<file path="src/lfw_pkg.sv">
// Constants, types and register map of the wake-up pattern decoder
package lfw_pkg;
    // Register indices (8-bit registers, one per address)
    localparam logic [3:0] ADDR_CTRL = 4'h0;
    localparam logic [3:0] ADDR_CDR = 4'h1;
    localparam logic [3:0] ADDR_FRAME = 4'h2;
    localparam logic [3:0] ADDR_RSSI = 4'h3;
    localparam logic [3:0] ADDR_HDR = 4'h4;
    localparam logic [3:0] ADDR_IDL = 4'h5;
    localparam logic [3:0] ADDR_IDH = 4'h6;
    localparam logic [3:0] ADDR_IMR = 4'h7;
    localparam logic [3:0] ADDR_FLAGS = 4'h8;
    // Control register fields
    localparam int CTRL_EN_BIT = 0;
    localparam int CTRL_BURST_BIT = 1;
    localparam int CTRL_MODE_LSB = 2;
    // Control-and-data register fields
    localparam int CDR_RAW_BIT = 0;
    localparam int CDR_RST_BIT = 6;
    localparam int CDR_CAP_BIT = 7;
    // Flag and mask positions
    localparam int FLG_WAKE = 0;
    localparam int FLG_BUF = 1;
    localparam int FLG_EOD = 2;
    localparam int FLG_RSSI = 3;
    localparam logic [7:0] RST_REG = 8'h00;
    // Wake-mode field encodings
    localparam logic [1:0] WM_GAP = 2'h0;
    localparam logic [1:0] WM_HDR = 2'h1;
    localparam logic [1:0] WM_HDR_ID = 2'h2;
    localparam logic [1:0] WM_TRANS = 2'h3;
    // Timing: core clock, slow RC period, Manchester bit period
    localparam int CLK_PERIOD_NS = 8;
    localparam int SRC_PERIOD_NS = 11111;
    localparam int SRC_DIV = SRC_PERIOD_NS / CLK_PERIOD_NS;
    localparam int BIT_PERIOD_NS = 256000;
    localparam int BIT_CYC_DOC = BIT_PERIOD_NS / CLK_PERIOD_NS;
    // Windows in slow RC periods
    localparam logic [7:0] SG_MIN = 8'd10;
    localparam logic [7:0] SG_MAX = 8'd200;
    localparam logic [7:0] SB_MIN = 8'd48;
    localparam logic [7:0] SBG_MAX = 8'd100;
    localparam logic [7:0] GAP_TIMEOUT = 8'd200;
    localparam int HDR_BITS = 7;
    localparam int ID_BITS = 16;
    localparam int FRAME_BITS = 8;

    typedef enum logic [3:0] {
        ST_LISTEN, ST_PRE, ST_GAP, ST_FBURST, ST_SBURST, ST_SBGAP,
        ST_HDR, ST_ID, ST_DATA, ST_TRANS
    } lfw_state_t;

    typedef struct packed {
        logic [3:0] addr;
        logic [7:0] wdata;
        logic wr;
        logic rd;
    } lfw_bus_req_t;

    typedef struct packed {
        logic wake;
        logic buf_full;
        logic eod;
    } lfw_irq_t;
endpackage

</file>
<file path="src/lfw_decoder.sv">
// Wake-up pattern decoder: preamble timing, Manchester decode, flags
//
// How it works
// - Flag register upper four bits read zero
// - Strength flag set on value load, write-one clears
// - End-of-data flag on error, end, or timeout
// - End-of-data cleared by vector or write-one
// - Buffer-full set per frame, vector or write clears
// - Wake flag set on wake, vector or write clears
// - Burst bit plus mode field pick six modes
// - Manchester, rising edge is one, 3.90625 kb/s
// - Wake windows counted in slow RC periods
// - Mode 1 wakes on first burst rising edge
// - Start gap between 10 and 200 periods
// - Each received byte raises buffer interrupt
// - Missing start, header, id, gap or disable: standby
// - Mode 2 syncs on falling edge, wakes after header
// - Mode 3 needs header then 16-bit identifier
// - Burst preamble: start burst, gap, then burst
// - Modes 4 and 5 wake after header or id
// - Transparent mode leaves standby to software reset
// - Mode field 00 gap, 01 header, 10 id, 11 transparent
// - Interrupt needs mask bit and global enable
//
// Decided for this implementation: the address-and-strobe port and the register offsets.
module lfw_decoder
    import lfw_pkg::*;
#(
    parameter int BIT_CYC = BIT_CYC_DOC
) (
    input wire logic core_clk,
    input wire logic reset_n,
    input wire lfw_pkg::lfw_bus_req_t bus_req,
    output logic [7:0] rd_data,
    input wire logic env_in,
    input wire logic preamble_in,
    input wire logic [6:0] agc_strength,
    input wire logic global_int_en,
    input wire lfw_pkg::lfw_irq_t vector_ack,
    output lfw_pkg::lfw_irq_t irq,
    output logic raw_demod_output
);
    import lfw_pkg::*;

    localparam logic [15:0] BIT_3Q = 16'((BIT_CYC * 3) / 4);
    localparam logic [15:0] BIT_3H = 16'((BIT_CYC * 3) / 2);
    localparam logic [15:0] BIT_1 = 16'(BIT_CYC);

    ////////////////////////////////////////////////////////////////////////////
    // Input synchronisers
    logic env_s1_ff, env_s2_ff, env_d_ff;
    logic pre_s1_ff, pre_s2_ff;
    logic [6:0] agc_s1_ff, agc_s2_ff;

    always_ff @(posedge core_clk or negedge reset_n) begin
        if (!reset_n) begin
            env_s1_ff <= 1'b0;
            env_s2_ff <= 1'b0;
            env_d_ff <= 1'b0;
            pre_s1_ff <= 1'b0;
            pre_s2_ff <= 1'b0;
            agc_s1_ff <= 7'h00;
            agc_s2_ff <= 7'h00;
        end else begin
            env_s1_ff <= env_in;
            env_s2_ff <= env_s1_ff;
            env_d_ff <= env_s2_ff;
            pre_s1_ff <= preamble_in;
            pre_s2_ff <= pre_s1_ff;
            agc_s1_ff <= agc_strength;
            agc_s2_ff <= agc_s1_ff;
        end
    end

    logic rise, fall, edge_any;
    assign rise = env_s2_ff & ~env_d_ff;
    assign fall = ~env_s2_ff & env_d_ff;
    assign edge_any = rise | fall;

    ////////////////////////////////////////////////////////////////////////////
    // Software registers
    logic [7:0] ctrl_ff, imr_ff, hdr_cmp_ff, idl_ff, idh_ff, rssi_ff, frame_ff;
    logic cap_req_ff, fe_rst_ff;
    logic [3:0] flags_ff;
    logic wr_ctrl, wr_cdr, wr_flags;

    assign wr_ctrl = bus_req.wr && bus_req.addr == ADDR_CTRL;
    assign wr_cdr = bus_req.wr && bus_req.addr == ADDR_CDR;
    assign wr_flags = bus_req.wr && bus_req.addr == ADDR_FLAGS;

    logic en;
    logic burst_sel;
    logic [1:0] mode;
    assign en = ctrl_ff[CTRL_EN_BIT];
    assign burst_sel = ctrl_ff[CTRL_BURST_BIT];
    assign mode = ctrl_ff[CTRL_MODE_LSB +: 2];

    always_ff @(posedge core_clk or negedge reset_n) begin
        if (!reset_n) begin
            ctrl_ff <= RST_REG;
            imr_ff <= RST_REG;
            hdr_cmp_ff <= RST_REG;
            idl_ff <= RST_REG;
            idh_ff <= RST_REG;
            fe_rst_ff <= 1'b0;
        end else if (bus_req.wr) begin
            case (bus_req.addr)
                ADDR_CTRL: ctrl_ff <= bus_req.wdata;
                ADDR_IMR: imr_ff <= {5'h00, bus_req.wdata[2:0]};
                ADDR_HDR: hdr_cmp_ff <= {1'b0, bus_req.wdata[6:0]};
                ADDR_IDL: idl_ff <= bus_req.wdata;
                ADDR_IDH: idh_ff <= bus_req.wdata;
                ADDR_CDR: fe_rst_ff <= bus_req.wdata[CDR_RST_BIT];
                default: ;
            endcase
        end
    end

    // Strength capture: one shot, only while the receiver runs
    logic rssi_load;
    assign rssi_load = cap_req_ff & en;

    always_ff @(posedge core_clk or negedge reset_n) begin
        if (!reset_n) begin
            cap_req_ff <= 1'b0;
            rssi_ff <= RST_REG;
        end else begin
            if (wr_cdr && bus_req.wdata[CDR_CAP_BIT]) begin
                cap_req_ff <= 1'b1;
            end else if (rssi_load) begin
                cap_req_ff <= 1'b0;
            end
            if (rssi_load) begin
                rssi_ff <= {1'b0, agc_s2_ff};
            end
        end
    end

    ////////////////////////////////////////////////////////////////////////////
    // Slow RC period tick and edge-to-edge period count
    logic [10:0] div_ff;
    logic [7:0] tick_cnt_ff;
    logic [15:0] bit_tmr_ff;
    logic tick;
    assign tick = div_ff == 11'(SRC_DIV - 1);

    always_ff @(posedge core_clk or negedge reset_n) begin
        if (!reset_n) begin
            div_ff <= 11'h000;
            tick_cnt_ff <= 8'h00;
        end else begin
            div_ff <= tick ? 11'h000 : div_ff + 11'h001;
            if (edge_any) begin
                tick_cnt_ff <= 8'h00;
            end else if (tick && tick_cnt_ff != 8'hff) begin
                tick_cnt_ff <= tick_cnt_ff + 8'h01;
            end
        end
    end

    ////////////////////////////////////////////////////////////////////////////
    // Pattern state machine
    lfw_state_t state_ff, nxt_state;
    logic [15:0] shift_ff;
    logic [4:0] bit_cnt_ff;
    logic mid_edge, bit_lost, mbit;
    logic wake_set, frame_set, eod_set, sync_now;
    logic in_manch;

    assign in_manch = state_ff == ST_HDR || state_ff == ST_ID || state_ff == ST_DATA;
    assign mid_edge = in_manch && edge_any && bit_tmr_ff >= BIT_3Q;
    assign mbit = rise;
    assign bit_lost = in_manch && bit_tmr_ff >= BIT_3H;

    logic [4:0] nxt_cnt;
    logic [15:0] nxt_shift;
    assign nxt_cnt = bit_cnt_ff + 5'h01;
    assign nxt_shift = {shift_ff[14:0], mbit};

    function automatic logic in_win(input logic [7:0] t, input logic [7:0] lo, input logic [7:0] hi);
        return t > lo && t < hi;
    endfunction

    always_comb begin
        nxt_state = state_ff;
        wake_set = 1'b0;
        frame_set = 1'b0;
        eod_set = 1'b0;
        sync_now = 1'b0;
        case (state_ff)
            ST_LISTEN: begin
                if (en && pre_s2_ff) begin
                    nxt_state = mode == WM_TRANS ? ST_TRANS : ST_PRE;
                end
            end
            ST_PRE: begin
                if (!pre_s2_ff && !env_s2_ff && tick_cnt_ff >= GAP_TIMEOUT) begin
                    nxt_state = ST_LISTEN;
                end else if (burst_sel && mode != WM_GAP) begin
                    // start burst after the burst preamble
                    if (fall && in_win(tick_cnt_ff, SB_MIN, SG_MAX)) begin
                        nxt_state = ST_SBGAP;
                    end
                end else if (fall) begin
                    nxt_state = ST_GAP;
                end
            end
            ST_GAP: begin
                if (rise) begin
                    if (!in_win(tick_cnt_ff, SG_MIN, SG_MAX)) begin
                        nxt_state = ST_LISTEN;
                    end else if (mode == WM_GAP) begin
                        // sync and wake on rising edge
                        nxt_state = ST_DATA;
                        wake_set = 1'b1;
                        sync_now = 1'b1;
                    end else begin
                        nxt_state = ST_FBURST;
                    end
                end else if (tick_cnt_ff >= SG_MAX) begin
                    nxt_state = ST_LISTEN;
                end
            end
            ST_SBGAP: begin
                if (rise) begin
                    nxt_state = in_win(tick_cnt_ff, SG_MIN, SBG_MAX) ? ST_FBURST : ST_LISTEN;
                end else if (tick_cnt_ff >= SBG_MAX) begin
                    nxt_state = ST_LISTEN;
                end
            end
            ST_FBURST: begin
                // sync on falling edge of the first burst
                if (fall) begin
                    if (bit_tmr_ff > BIT_1 && tick_cnt_ff < SG_MAX) begin
                        nxt_state = ST_HDR;
                        sync_now = 1'b1;
                    end else begin
                        nxt_state = ST_LISTEN;
                    end
                end else if (tick_cnt_ff >= SG_MAX) begin
                    nxt_state = ST_LISTEN;
                end
            end
            ST_HDR: begin
                if (bit_lost) begin
                    nxt_state = ST_LISTEN;
                    eod_set = 1'b1;
                end else if (mid_edge && nxt_cnt == 5'(HDR_BITS)) begin
                    if (nxt_shift[6:0] != hdr_cmp_ff[6:0]) begin
                        nxt_state = ST_LISTEN;
                    end else if (mode == WM_HDR) begin
                        nxt_state = ST_DATA;
                        wake_set = 1'b1;
                    end else begin
                        nxt_state = ST_ID;
                    end
                end
            end
            ST_ID: begin
                if (bit_lost) begin
                    nxt_state = ST_LISTEN;
                    eod_set = 1'b1;
                end else if (mid_edge && nxt_cnt == 5'(ID_BITS)) begin
                    if (nxt_shift != {idh_ff, idl_ff}) begin
                        nxt_state = ST_LISTEN;
                    end else begin
                        nxt_state = ST_DATA;
                        wake_set = 1'b1;
                    end
                end
            end
            ST_DATA: begin
                // end of stream, bit error or timeout
                if (bit_lost) begin
                    nxt_state = ST_LISTEN;
                    eod_set = 1'b1;
                end else if (mid_edge && nxt_cnt == 5'(FRAME_BITS)) begin
                    frame_set = 1'b1;
                end
            end
            ST_TRANS: begin
                if (fe_rst_ff) begin
                    nxt_state = ST_LISTEN;
                end
            end
            default: nxt_state = ST_LISTEN;
        endcase
        if (!en && state_ff != ST_TRANS) begin
            nxt_state = ST_LISTEN;
        end
        // Switching to transparent mid-frame hands data to software
        if (en && mode == WM_TRANS && state_ff != ST_LISTEN && state_ff != ST_TRANS) begin
            nxt_state = ST_TRANS;
        end
    end

    always_ff @(posedge core_clk or negedge reset_n) begin
        if (!reset_n) begin
            state_ff <= ST_LISTEN;
        end else begin
            state_ff <= nxt_state;
        end
    end

    // Bit timer restarts on sync, on mid-bit edges in a frame and on any edge outside one; boundary edges are skipped
    always_ff @(posedge core_clk or negedge reset_n) begin
        if (!reset_n) begin
            bit_tmr_ff <= 16'h0000;
        end else if (sync_now || mid_edge || (!in_manch && edge_any)) begin
            bit_tmr_ff <= 16'h0000;
        end else if (bit_tmr_ff != 16'hffff) begin
            bit_tmr_ff <= bit_tmr_ff + 16'h0001;
        end
    end

    always_ff @(posedge core_clk or negedge reset_n) begin
        if (!reset_n) begin
            shift_ff <= 16'h0000;
            bit_cnt_ff <= 5'h00;
        end else if (sync_now || nxt_state != state_ff) begin
            bit_cnt_ff <= 5'h00;
        end else if (mid_edge) begin
            shift_ff <= nxt_shift;
            bit_cnt_ff <= frame_set ? 5'h00 : nxt_cnt;
        end
    end

    // each byte lands in the frame buffer
    always_ff @(posedge core_clk or negedge reset_n) begin
        if (!reset_n) begin
            frame_ff <= RST_REG;
        end else if (frame_set) begin
            frame_ff <= nxt_shift[7:0];
        end
    end

    ////////////////////////////////////////////////////////////////////////////
    // Event flags: a set in the same cycle as a clear wins
    logic [3:0] clr, set, nxt_flags;
    always_comb begin
        // zeros and reserved bits do nothing
        clr = wr_flags ? bus_req.wdata[3:0] : 4'h0;
        clr[FLG_EOD] = clr[FLG_EOD] | vector_ack.eod;
        clr[FLG_BUF] = clr[FLG_BUF] | vector_ack.buf_full;
        clr[FLG_WAKE] = clr[FLG_WAKE] | vector_ack.wake;
        set = {rssi_load, eod_set, frame_set, wake_set};
        nxt_flags = (flags_ff & ~clr) | set;
    end

    always_ff @(posedge core_clk or negedge reset_n) begin
        if (!reset_n) begin
            flags_ff <= 4'h0;
        end else begin
            flags_ff <= nxt_flags;
        end
    end

    // mask and global enable gate each request
    always_ff @(posedge core_clk or negedge reset_n) begin
        if (!reset_n) begin
            irq <= '0;
        end else begin
            irq.wake <= nxt_flags[FLG_WAKE] & imr_ff[FLG_WAKE] & global_int_en;
            irq.buf_full <= nxt_flags[FLG_BUF] & imr_ff[FLG_BUF] & global_int_en;
            irq.eod <= nxt_flags[FLG_EOD] & imr_ff[FLG_EOD] & global_int_en;
        end
    end

    // raw data follows the envelope once a frame is under way
    always_ff @(posedge core_clk or negedge reset_n) begin
        if (!reset_n) begin
            raw_demod_output <= 1'b0;
        end else begin
            raw_demod_output <= state_ff != ST_LISTEN && state_ff != ST_PRE && env_s2_ff;
        end
    end

    ////////////////////////////////////////////////////////////////////////////
    // Read port; unmapped addresses read zero
    always_ff @(posedge core_clk or negedge reset_n) begin
        if (!reset_n) begin
            rd_data <= 8'h00;
        end else if (!bus_req.rd) begin
            rd_data <= 8'h00;
        end else begin
            case (bus_req.addr)
                ADDR_CTRL: rd_data <= ctrl_ff;
                ADDR_CDR: rd_data <= {cap_req_ff, fe_rst_ff, 5'h00, raw_demod_output};
                ADDR_FRAME: rd_data <= frame_ff;
                ADDR_RSSI: rd_data <= rssi_ff;
                ADDR_HDR: rd_data <= hdr_cmp_ff;
                ADDR_IDL: rd_data <= idl_ff;
                ADDR_IDH: rd_data <= idh_ff;
                ADDR_IMR: rd_data <= imr_ff;
                ADDR_FLAGS: rd_data <= {4'h0, flags_ff};
                default: rd_data <= 8'h00;
            endcase
        end
    end

    ////////////////////////////////////////////////////////////////////////////
    // Checks
    chk_flags_reserved: assert property (@(posedge core_clk) disable iff (!reset_n)
        bus_req.rd && bus_req.addr == ADDR_FLAGS |=> rd_data[7:4] == 4'h0 && rd_data[3:0] == $past(flags_ff))
        else $error("flag register read mismatch");
    chk_rssi_capture: assert property (@(posedge core_clk) disable iff (!reset_n)
        cap_req_ff && en |=> flags_ff[FLG_RSSI] && rssi_ff[6:0] == $past(agc_s2_ff) && !cap_req_ff)
        else $error("strength capture not flagged");
    chk_eod_raise: assert property (@(posedge core_clk) disable iff (!reset_n)
        bit_lost && state_ff == ST_DATA |=> flags_ff[FLG_EOD] && state_ff == ST_LISTEN)
        else $error("end of data not flagged");
    chk_eod_vector: assert property (@(posedge core_clk) disable iff (!reset_n)
        vector_ack.eod && !eod_set |=> !flags_ff[FLG_EOD])
        else $error("end of data flag not cleared by vector");
    chk_frame_load: assert property (@(posedge core_clk) disable iff (!reset_n)
        frame_set |=> flags_ff[FLG_BUF] && frame_ff == $past(nxt_shift[7:0]))
        else $error("frame not loaded");
    chk_zero_write: assert property (@(posedge core_clk) disable iff (!reset_n)
        wr_flags && bus_req.wdata[3:0] == 4'h0 && vector_ack == '0 |=> flags_ff == ($past(flags_ff) | $past(set)))
        else $error("zero write changed a flag");
    chk_gap_window: assert property (@(posedge core_clk) disable iff (!reset_n)
        state_ff == ST_GAP && rise && (tick_cnt_ff <= SG_MIN || tick_cnt_ff >= SG_MAX) |=> state_ff == ST_LISTEN)
        else $error("start gap outside window accepted");
    chk_irq_gate: assert property (@(posedge core_clk) disable iff (!reset_n)
        irq.wake |-> $past(imr_ff[FLG_WAKE]) && $past(global_int_en) && flags_ff[FLG_WAKE])
        else $error("wake request without mask");
    chk_trans_hold: assert property (@(posedge core_clk) disable iff (!reset_n)
        state_ff == ST_TRANS && !fe_rst_ff |=> state_ff == ST_TRANS)
        else $error("transparent mode left without reset");
    chk_disable_drop: assert property (@(posedge core_clk) disable iff (!reset_n)
        !en && in_manch |=> state_ff == ST_LISTEN)
        else $error("disable did not return to standby");
endmodule

</file>
<file path="config.mk">
export PLATFORM = sky130hd
export DESIGN_NAME = lfw_decoder
export DESIGN_NICKNAME = d
export VERILOG_FILES = /design/src/lfw_pkg.sv /design/src/lfw_decoder.sv
export SDC_FILE = /design/constraint.sdc
export NUM_CORES = 1
export LEC_CHECK = 0
export BUFFER_PORTS_ARGS = -buffer_cell sky130_fd_sc_hd__buf_4
export CAP_MARGIN = 10
export CORE_MARGIN = 2
export CORE_UTILIZATION = 47
export CTS_CLUSTER_SIZE = 16
export DETAILED_ROUTE_END_ITERATION = 10
export PLACE_DENSITY = 0.66
export SYNTH_ARGS = -nofsm -noshare
export SYNTH_HDL_FRONTEND = slang
export SYNTH_SLANG_ARGS = --single-unit
</file>
<file path="constraint.sdc">
create_clock -name core_clk -period 4.1 [get_ports core_clk]
set_clock_uncertainty 0.1 [all_clocks]
set_input_delay 0.82 -clock core_clk [delete_from_list [all_inputs] [get_ports core_clk]]
set_output_delay 0.82 -clock core_clk [all_outputs]
set_load 0.05 [all_outputs]
</file>
---- Word level (Yosys, flattened, before mapping) ----
Index checks and enable logic that the tools add are counted.
operators by class
  $add $sub $neg .......................... 4
  $mul .................................... 0
  divide/modulo/power cells ............... 0
  magnitude comparators ................... 9
  eq/ne operators ......................... 29
  shift operators ......................... 0
  multiplexer cells ....................... 59
  bitwise gates (word level) .............. 19
  reductions and logical operators ........ 52
operators with widths
  cell                                                    number
  2-to-1 mux 4 bit                                        25
  case mux 8 bit (9 select lines)                         1
  case mux 4 bit (9 select lines)                         1
  2-to-1 mux 16 bit                                       2
  == test 4 x 3 -> 1 bit (second input constant)          7
  logical AND 1 bit                                       26
  2-to-1 mux 8 bit                                        3
  2-to-1 mux 1 bit                                        19
  adder 16 x 1 -> 16 bit (second input constant)          1
  == test 4 x 2 -> 1 bit (second input constant)          4
  >= comparator 16 x 15 -> 1 bit (second input constant)  1
  >= comparator 16 bit (second input constant)            1
  > comparator 16 x 15 -> 1 bit (second input constant)   1
  inequality test 16 bit                                  1
  inequality test 16 bit (second input constant)          1
  2-to-1 mux 5 bit                                        3
  AND reduction 2 bit                                     7
  == test 4 bit (second input constant)                   3
  adder 11 x 1 -> 11 bit (second input constant)          1
  == test 11 bit (second input constant)                  1
  2-to-1 mux 11 bit                                       1
  nonzero test 2 bit                                      5
  AND 1 bit                                               9
  adder 8 x 1 -> 8 bit (second input constant)            1
  other kinds (33)                                        47
word-level totals
  bits in registers ....................... 145
  bits in latches ......................... 0
  bits in writable memories ............... 0
  ROM bits ................................ 0
  output and inout bits ................... 12
  word-level logic and storage cells ...... 200
  memories ................................ 0

---- Depth between registers and ports, before layout ----
  word-level depth ........................ 15
  gate-level depth with buffers ........... 12

---- Worst setup path before layout ----
Ideal clock, no wire load.
  path type ............................... flip-flop to flip-flop
  from .................................... reg tick_cnt_ff[4]
  to ...................................... reg shift_ff[10]
  setup time .............................. 0.125 ns
  arrival ................................. 2.765 ns
  required time ........................... 3.875 ns
  path slack .............................. 1.110 ns
  cell stages (with the launch flop) ...... 10
  buffers on the path ..................... 2
  clock period less this slack ............ 2.990 ns
  cells stage by stage .................... dfrtp_1 > buf_6 > o311a_1 > or3_4 > o2111a_1 > and2_4 > a221o_1 > nor3b_4 > buf_8 > mux2_4
between the ends
  cells in the longest elaborated chain, start to end .. 13
ends and longest elaborated chain
  item                                                                       RTL line                                RTL
  start: declaration                                                         lfw_decoder.sv:142                      logic [7:0] tick_cnt_ff;
  start signal: assignment                                                   lfw_decoder.sv:156                      tick_cnt_ff <= tick_cnt_ff + 8'h01;
  > comparator 8 x 6 -> 1 bit or less-than comparator 8 bit (tied branches)  lfw_decoder.sv:181, lfw_decoder.sv:234
  logical AND 1 bit                                                          lfw_decoder.sv:181                      return t > lo && t < hi;
  logical AND 1 bit                                                          lfw_decoder.sv:201                      if (fall && in_win(tick_cnt_ff, SB_MIN, SG_MAX)) begin
  2-to-1 mux 4 bit                                                           lfw_decoder.sv:201
  2-to-1 mux 4 bit                                                           lfw_decoder.sv:199                      end else if (burst_sel && mode != WM_GAP) begin
  2-to-1 mux 4 bit                                                           lfw_decoder.sv:197                      if (!pre_s2_ff && !env_s2_ff && tick_cnt_ff >= GAP_TIMEOUT) begin
  case mux 4 bit (9 select lines)                                            lfw_decoder.sv:190                      case (state_ff)
  2-to-1 mux 4 bit                                                           lfw_decoder.sv:288                      if (!en && state_ff != ST_TRANS) begin
  2-to-1 mux 4 bit                                                           lfw_decoder.sv:292                      if (en && mode == WM_TRANS && state_ff != ST_LISTEN && state_ff != ST_TRANS) begin
  inequality test 4 bit                                                      lfw_decoder.sv:320                      end else if (sync_now || nxt_state != state_ff) begin
  logical OR 1 bit (*)                                                       lfw_decoder.sv:320
  inverter 1 bit (no source line) (*)                                        -
  AND reduction 2 bit (no source line) (*)                                   -
  end signal: assignment                                                     lfw_decoder.sv:323                      shift_ff <= nxt_shift;
  end: declaration                                                           lfw_decoder.sv:164                      logic [15:0] shift_ff;
Mark *: on every way between the ends. The rest lies on a longest branch, timed or not.
A chain may end at the register's enable or synchronous reset.

---- Final worst setup path ----
  from .................................... reg state_ff[0]
  to ...................................... reg shift_ff[4]
between the ends
  cells in the longest elaborated chain, start to end .. 15
ends and longest elaborated chain
  item                                      RTL line                                RTL
  start: declaration                        lfw_decoder.sv:163                      lfw_state_t state_ff, nxt_state;
  start signal: assignment                  lfw_decoder.sv:301                      state_ff <= nxt_state;
  == test 4 x 3 -> 1 bit                    lfw_decoder.sv:170, lfw_decoder.sv:190
  logical OR 1 bit (2 in series)            lfw_decoder.sv:170                      assign in_manch = state_ff == ST_HDR || state_ff == ST_ID || state_ff == ST_DATA;
  logical AND 1 bit (2 in series)           lfw_decoder.sv:171                      assign mid_edge = in_manch && edge_any && bit_tmr_ff >= BIT_3Q;
  logical AND 1 bit (on tied branches)      lfw_decoder.sv:263, lfw_decoder.sv:248
  2-to-1 mux 4 bit (on tied branches)       lfw_decoder.sv:263, lfw_decoder.sv:248
  2-to-1 mux 4 bit (on tied branches)       lfw_decoder.sv:260, lfw_decoder.sv:245
  case mux 4 bit (9 select lines)           lfw_decoder.sv:190
  2-to-1 mux 4 bit                          lfw_decoder.sv:288
  2-to-1 mux 4 bit                          lfw_decoder.sv:292
  inequality test 4 bit                     lfw_decoder.sv:320
  logical OR 1 bit                          lfw_decoder.sv:320
  inverter 1 bit (no source line)           -
  AND reduction 2 bit (no source line) (*)  -
Marked as above.

==> flow_metrics.env <==
export IMPL_status="finished, final reports clean"
export IMPL_ys_seq_area_frac=0.493
export IMPL_cap_violations=0
export IMPL_placedCellCount=913
export IMPL_slew_headroom=0.347
export IMPL_criticalPathCategory="reg -> reg"
export IMPL_drt_iter0_markers=464
export IMPL_clockBufferDepth=2
export IMPL_setup_viol=0
export IMPL_htree_num_levels=4
export IMPL_grt_setup_unrepaired="false"
export IMPL_critPathLaunchType="flop"
export IMPL_final_util=0.553
export IMPL_final_layout_size_suffix_gt1_frac=0.223
export IMPL_timing_rr_start="state_ff[0]"
export IMPL_hold_end="agc_s2_ff[6]"
export IMPL_clock_fmax_mhz=312
export IMPL_final_common_cell="dfrtp_1"
export IMPL_min_period_ns=3.21
export IMPL_numClockSinks=145
export IMPL_synth_edff_count=0
export IMPL_layout_common_cells="dfrtp_1 (145), mux2_2 (61), nor2_1 (58)"
export IMPL_drc_errors=0
export IMPL_synth_main_ff_cell="dfrtp_1"
export IMPL_syn_num_nets=724
export IMPL_worst_r2r_setup_slack_ns=0.89
export IMPL_antennaDiodeCount=0
export IMPL_startpoint="state_ff[0]"
export IMPL_required_ns=4.31
export IMPL_io_pins=41
export IMPL_ctsHoldBuffers=0
export IMPL_grt_first_pass_wirelength_um=27500
export IMPL_synth_cell_types=69
export IMPL_yosys_warnings=0
export IMPL_grt_pass1_vias=5178
export IMPL_avgSynthCellArea_um2=10.8
export IMPL_drtAntennaViolNets=0
export IMPL_die_area_mm2=0.0167
export IMPL_min_path_type="reg -> reg"
export IMPL_cts_resized_gates=0
export IMPL_critical_path_arrival_ns=3.41
export IMPL_root_buffer="clkbuf_16"
export IMPL_die_w_um=129
export IMPL_grt_usage=0.214
export IMPL_layout_nets=760
export IMPL_fillCellCount=1341
export IMPL_hp_start="agc_s1_ff[6]"
export IMPL_instances_no_fill=945
export IMPL_grt_ovfl_total=0
export IMPL_final_area_mm2=0.00843
export IMPL_num_vias=5417
export IMPL_area_sequential_mm2=0.00363
export IMPL_antenna_found_initial=0
export IMPL_tightest_slew_ns=0.980
export IMPL_rr_worst_depth=8
export IMPL_cp_end_kind="flop"
export IMPL_row_count=45
export IMPL_drtPass1Iterations=5
export IMPL_synth_area_mm2=0.00737
export IMPL_via_per_inst=5.73
export IMPL_core_area_mm2=0.0153
export IMPL_port_buffers=40
export IMPL_slew_viol_final=0
export IMPL_regToRegEndpoint="shift_ff[4]"
export IMPL_p_leak_nw=3.70
export IMPL_syn2layout_area_growth_pct=14.5
export IMPL_hold_depth=0
export IMPL_synth_async_sr_flop_share=1.00
export IMPL_die_y_um=129
export IMPL_clock_latency_ns=0.42
export IMPL_hpwl_um=11900
export IMPL_synth_cells=685
export IMPL_grt_max_degree=112
export IMPL_ir_drop_mv=0.287
export IMPL_ys_seq_elements=145
export IMPL_power_density_mw_per_mm2=447
export IMPL_tns_ns=0
export IMPL_wire_per_inst_um=17.7
export IMPL_clkTransAtPathRegs_ns=0.06
export IMPL_wirelength_um=16700
export IMPL_finalHoldViolCount=0
export IMPL_placed_cell_area_mm2=0.00786
export IMPL_power_mw=3.77
export IMPL_cts_setup_buffers=0
export IMPL_cts_buffers=17
export IMPL_fin_crit_sh=0.782
export IMPL_start_util=0.483
export IMPL_gp_congestion=0.880
export IMPL_cts_tree="built"
export IMPL_critPathMaxFanout=17
export IMPL_multi_input_area_mm2=0.00354
-- cell families (layout without fill, tap and decap cells) --
kind of cell / after synthesis / in the layout / share of synthesized area
fa+ha+maj: 10 / 10 / 0.0170
compound gates: 107 / 107 / 0.101
mux: 78 / 78 / 0.123
flops: 145 / 145 / 0.493
xor+xnor: 51 / 51 / 0.0606
simple gates: 246 / 246 / 0.178
buf+inv: 48 / 97 / 0.0275
-- layout make-up --
cell class	count	area share
flip-flops and latches	145	0.430
inverters	17	0.00757
clock buffers	20	0.0518
repair buffers	48	0.0432
well taps	211	0.0313
multi-input cells	492	0.420
clock inverters	12	0.0159
-- cells in the mapped netlist (5+ instances only) --
library cell	n	share of area
dfrtp_1	145	0.49
mux2_2	61	0.093
nor2_1	58	0.030
nand2_1	45	0.023
xnor2_1	31	0.037
a21oi_1	28	0.019
clkbuf_1	25	0.013
nand3_1	20	0.014
xor2_1	20	0.024
nor3_1	18	0.012
inv_1	17	0.0087
nand4_1	17	0.014
and3_1	16	0.014
o21ai_0	14	0.0095
ha_1	10	0.017
mux2_4	10	0.020
nand2b_1	9	0.0076
nor2b_1	9	0.0076
a31oi_1	8	0.0068
mux2i_1	7	0.0095
nor3b_1	7	0.0071
nor4_1	7	0.0059
a22oi_1	6	0.0061
or2_2	6	0.0051
or3_1	6	0.0051
a22o_1	5	0.0059
and2_1	5	0.0042
nand3b_1	5	0.0051
o211ai_1	5	0.0051
-- critical path: stages, from the launching register on --
cell and delay, ns:
dfrtp_1 0.68, or4b_1 0.50, or3_1 0.32, o2111a_1 0.14
and2_4 0.16, a221o_1 0.35, nor3b_4 0.18, buf_4 0.29
mux2_2 0.37
-- registers in the layout, summed over array words and instances (netlist names), 5 cells and up --
register / cells
bit_tmr_ff: 16
rssi_ff: 7
bit_cnt_ff: 5
ctrl_ff: 8
div_ff: 11
frame_ff: 8
tick_cnt_ff: 8
idl_ff: 8
idh_ff: 8
hdr_cmp_ff: 7
rd_data: 8
agc_s2_ff: 7
agc_s1_ff: 7
shift_ff: 15
-- stage by stage --
stage	worst slack [ns]	hold slack, ns
finish	0.894	0.247
global route	0.644	0.261
CTS	0.877	0.249
detailed placement	0.899	0.235
global placement	0.937	0.231
floorplan	1.11	0.231
-- worst max-delay path by stage --
stage	to	slack, ns	cells past startpoint
floorplan	shift_ff[10]	1.11	9
global route	shift_ff[4]	0.64	11
global placement	shift_ff[3]	0.94	11
CTS	shift_ff[4]	0.88	11
finish	shift_ff[4]	0.89	8
detailed placement	shift_ff[4]	0.90	11
-- power breakdown --
part	internal, mW	switching, mW
Sequential	1.57	0.154
Clock	0.898	0.601
Combinational	0.265	0.272
-- routing by layer --
metal	share of wire	GRT usage	up-vias
li1	-	-	2544
met1	0.48	0.317	2712
met2	0.46	0.314	137
met3	0.040	0.0442	24
met4	0.016	0.0767	0
met5	0	0	-
Power figures use the tool's default switching activity.
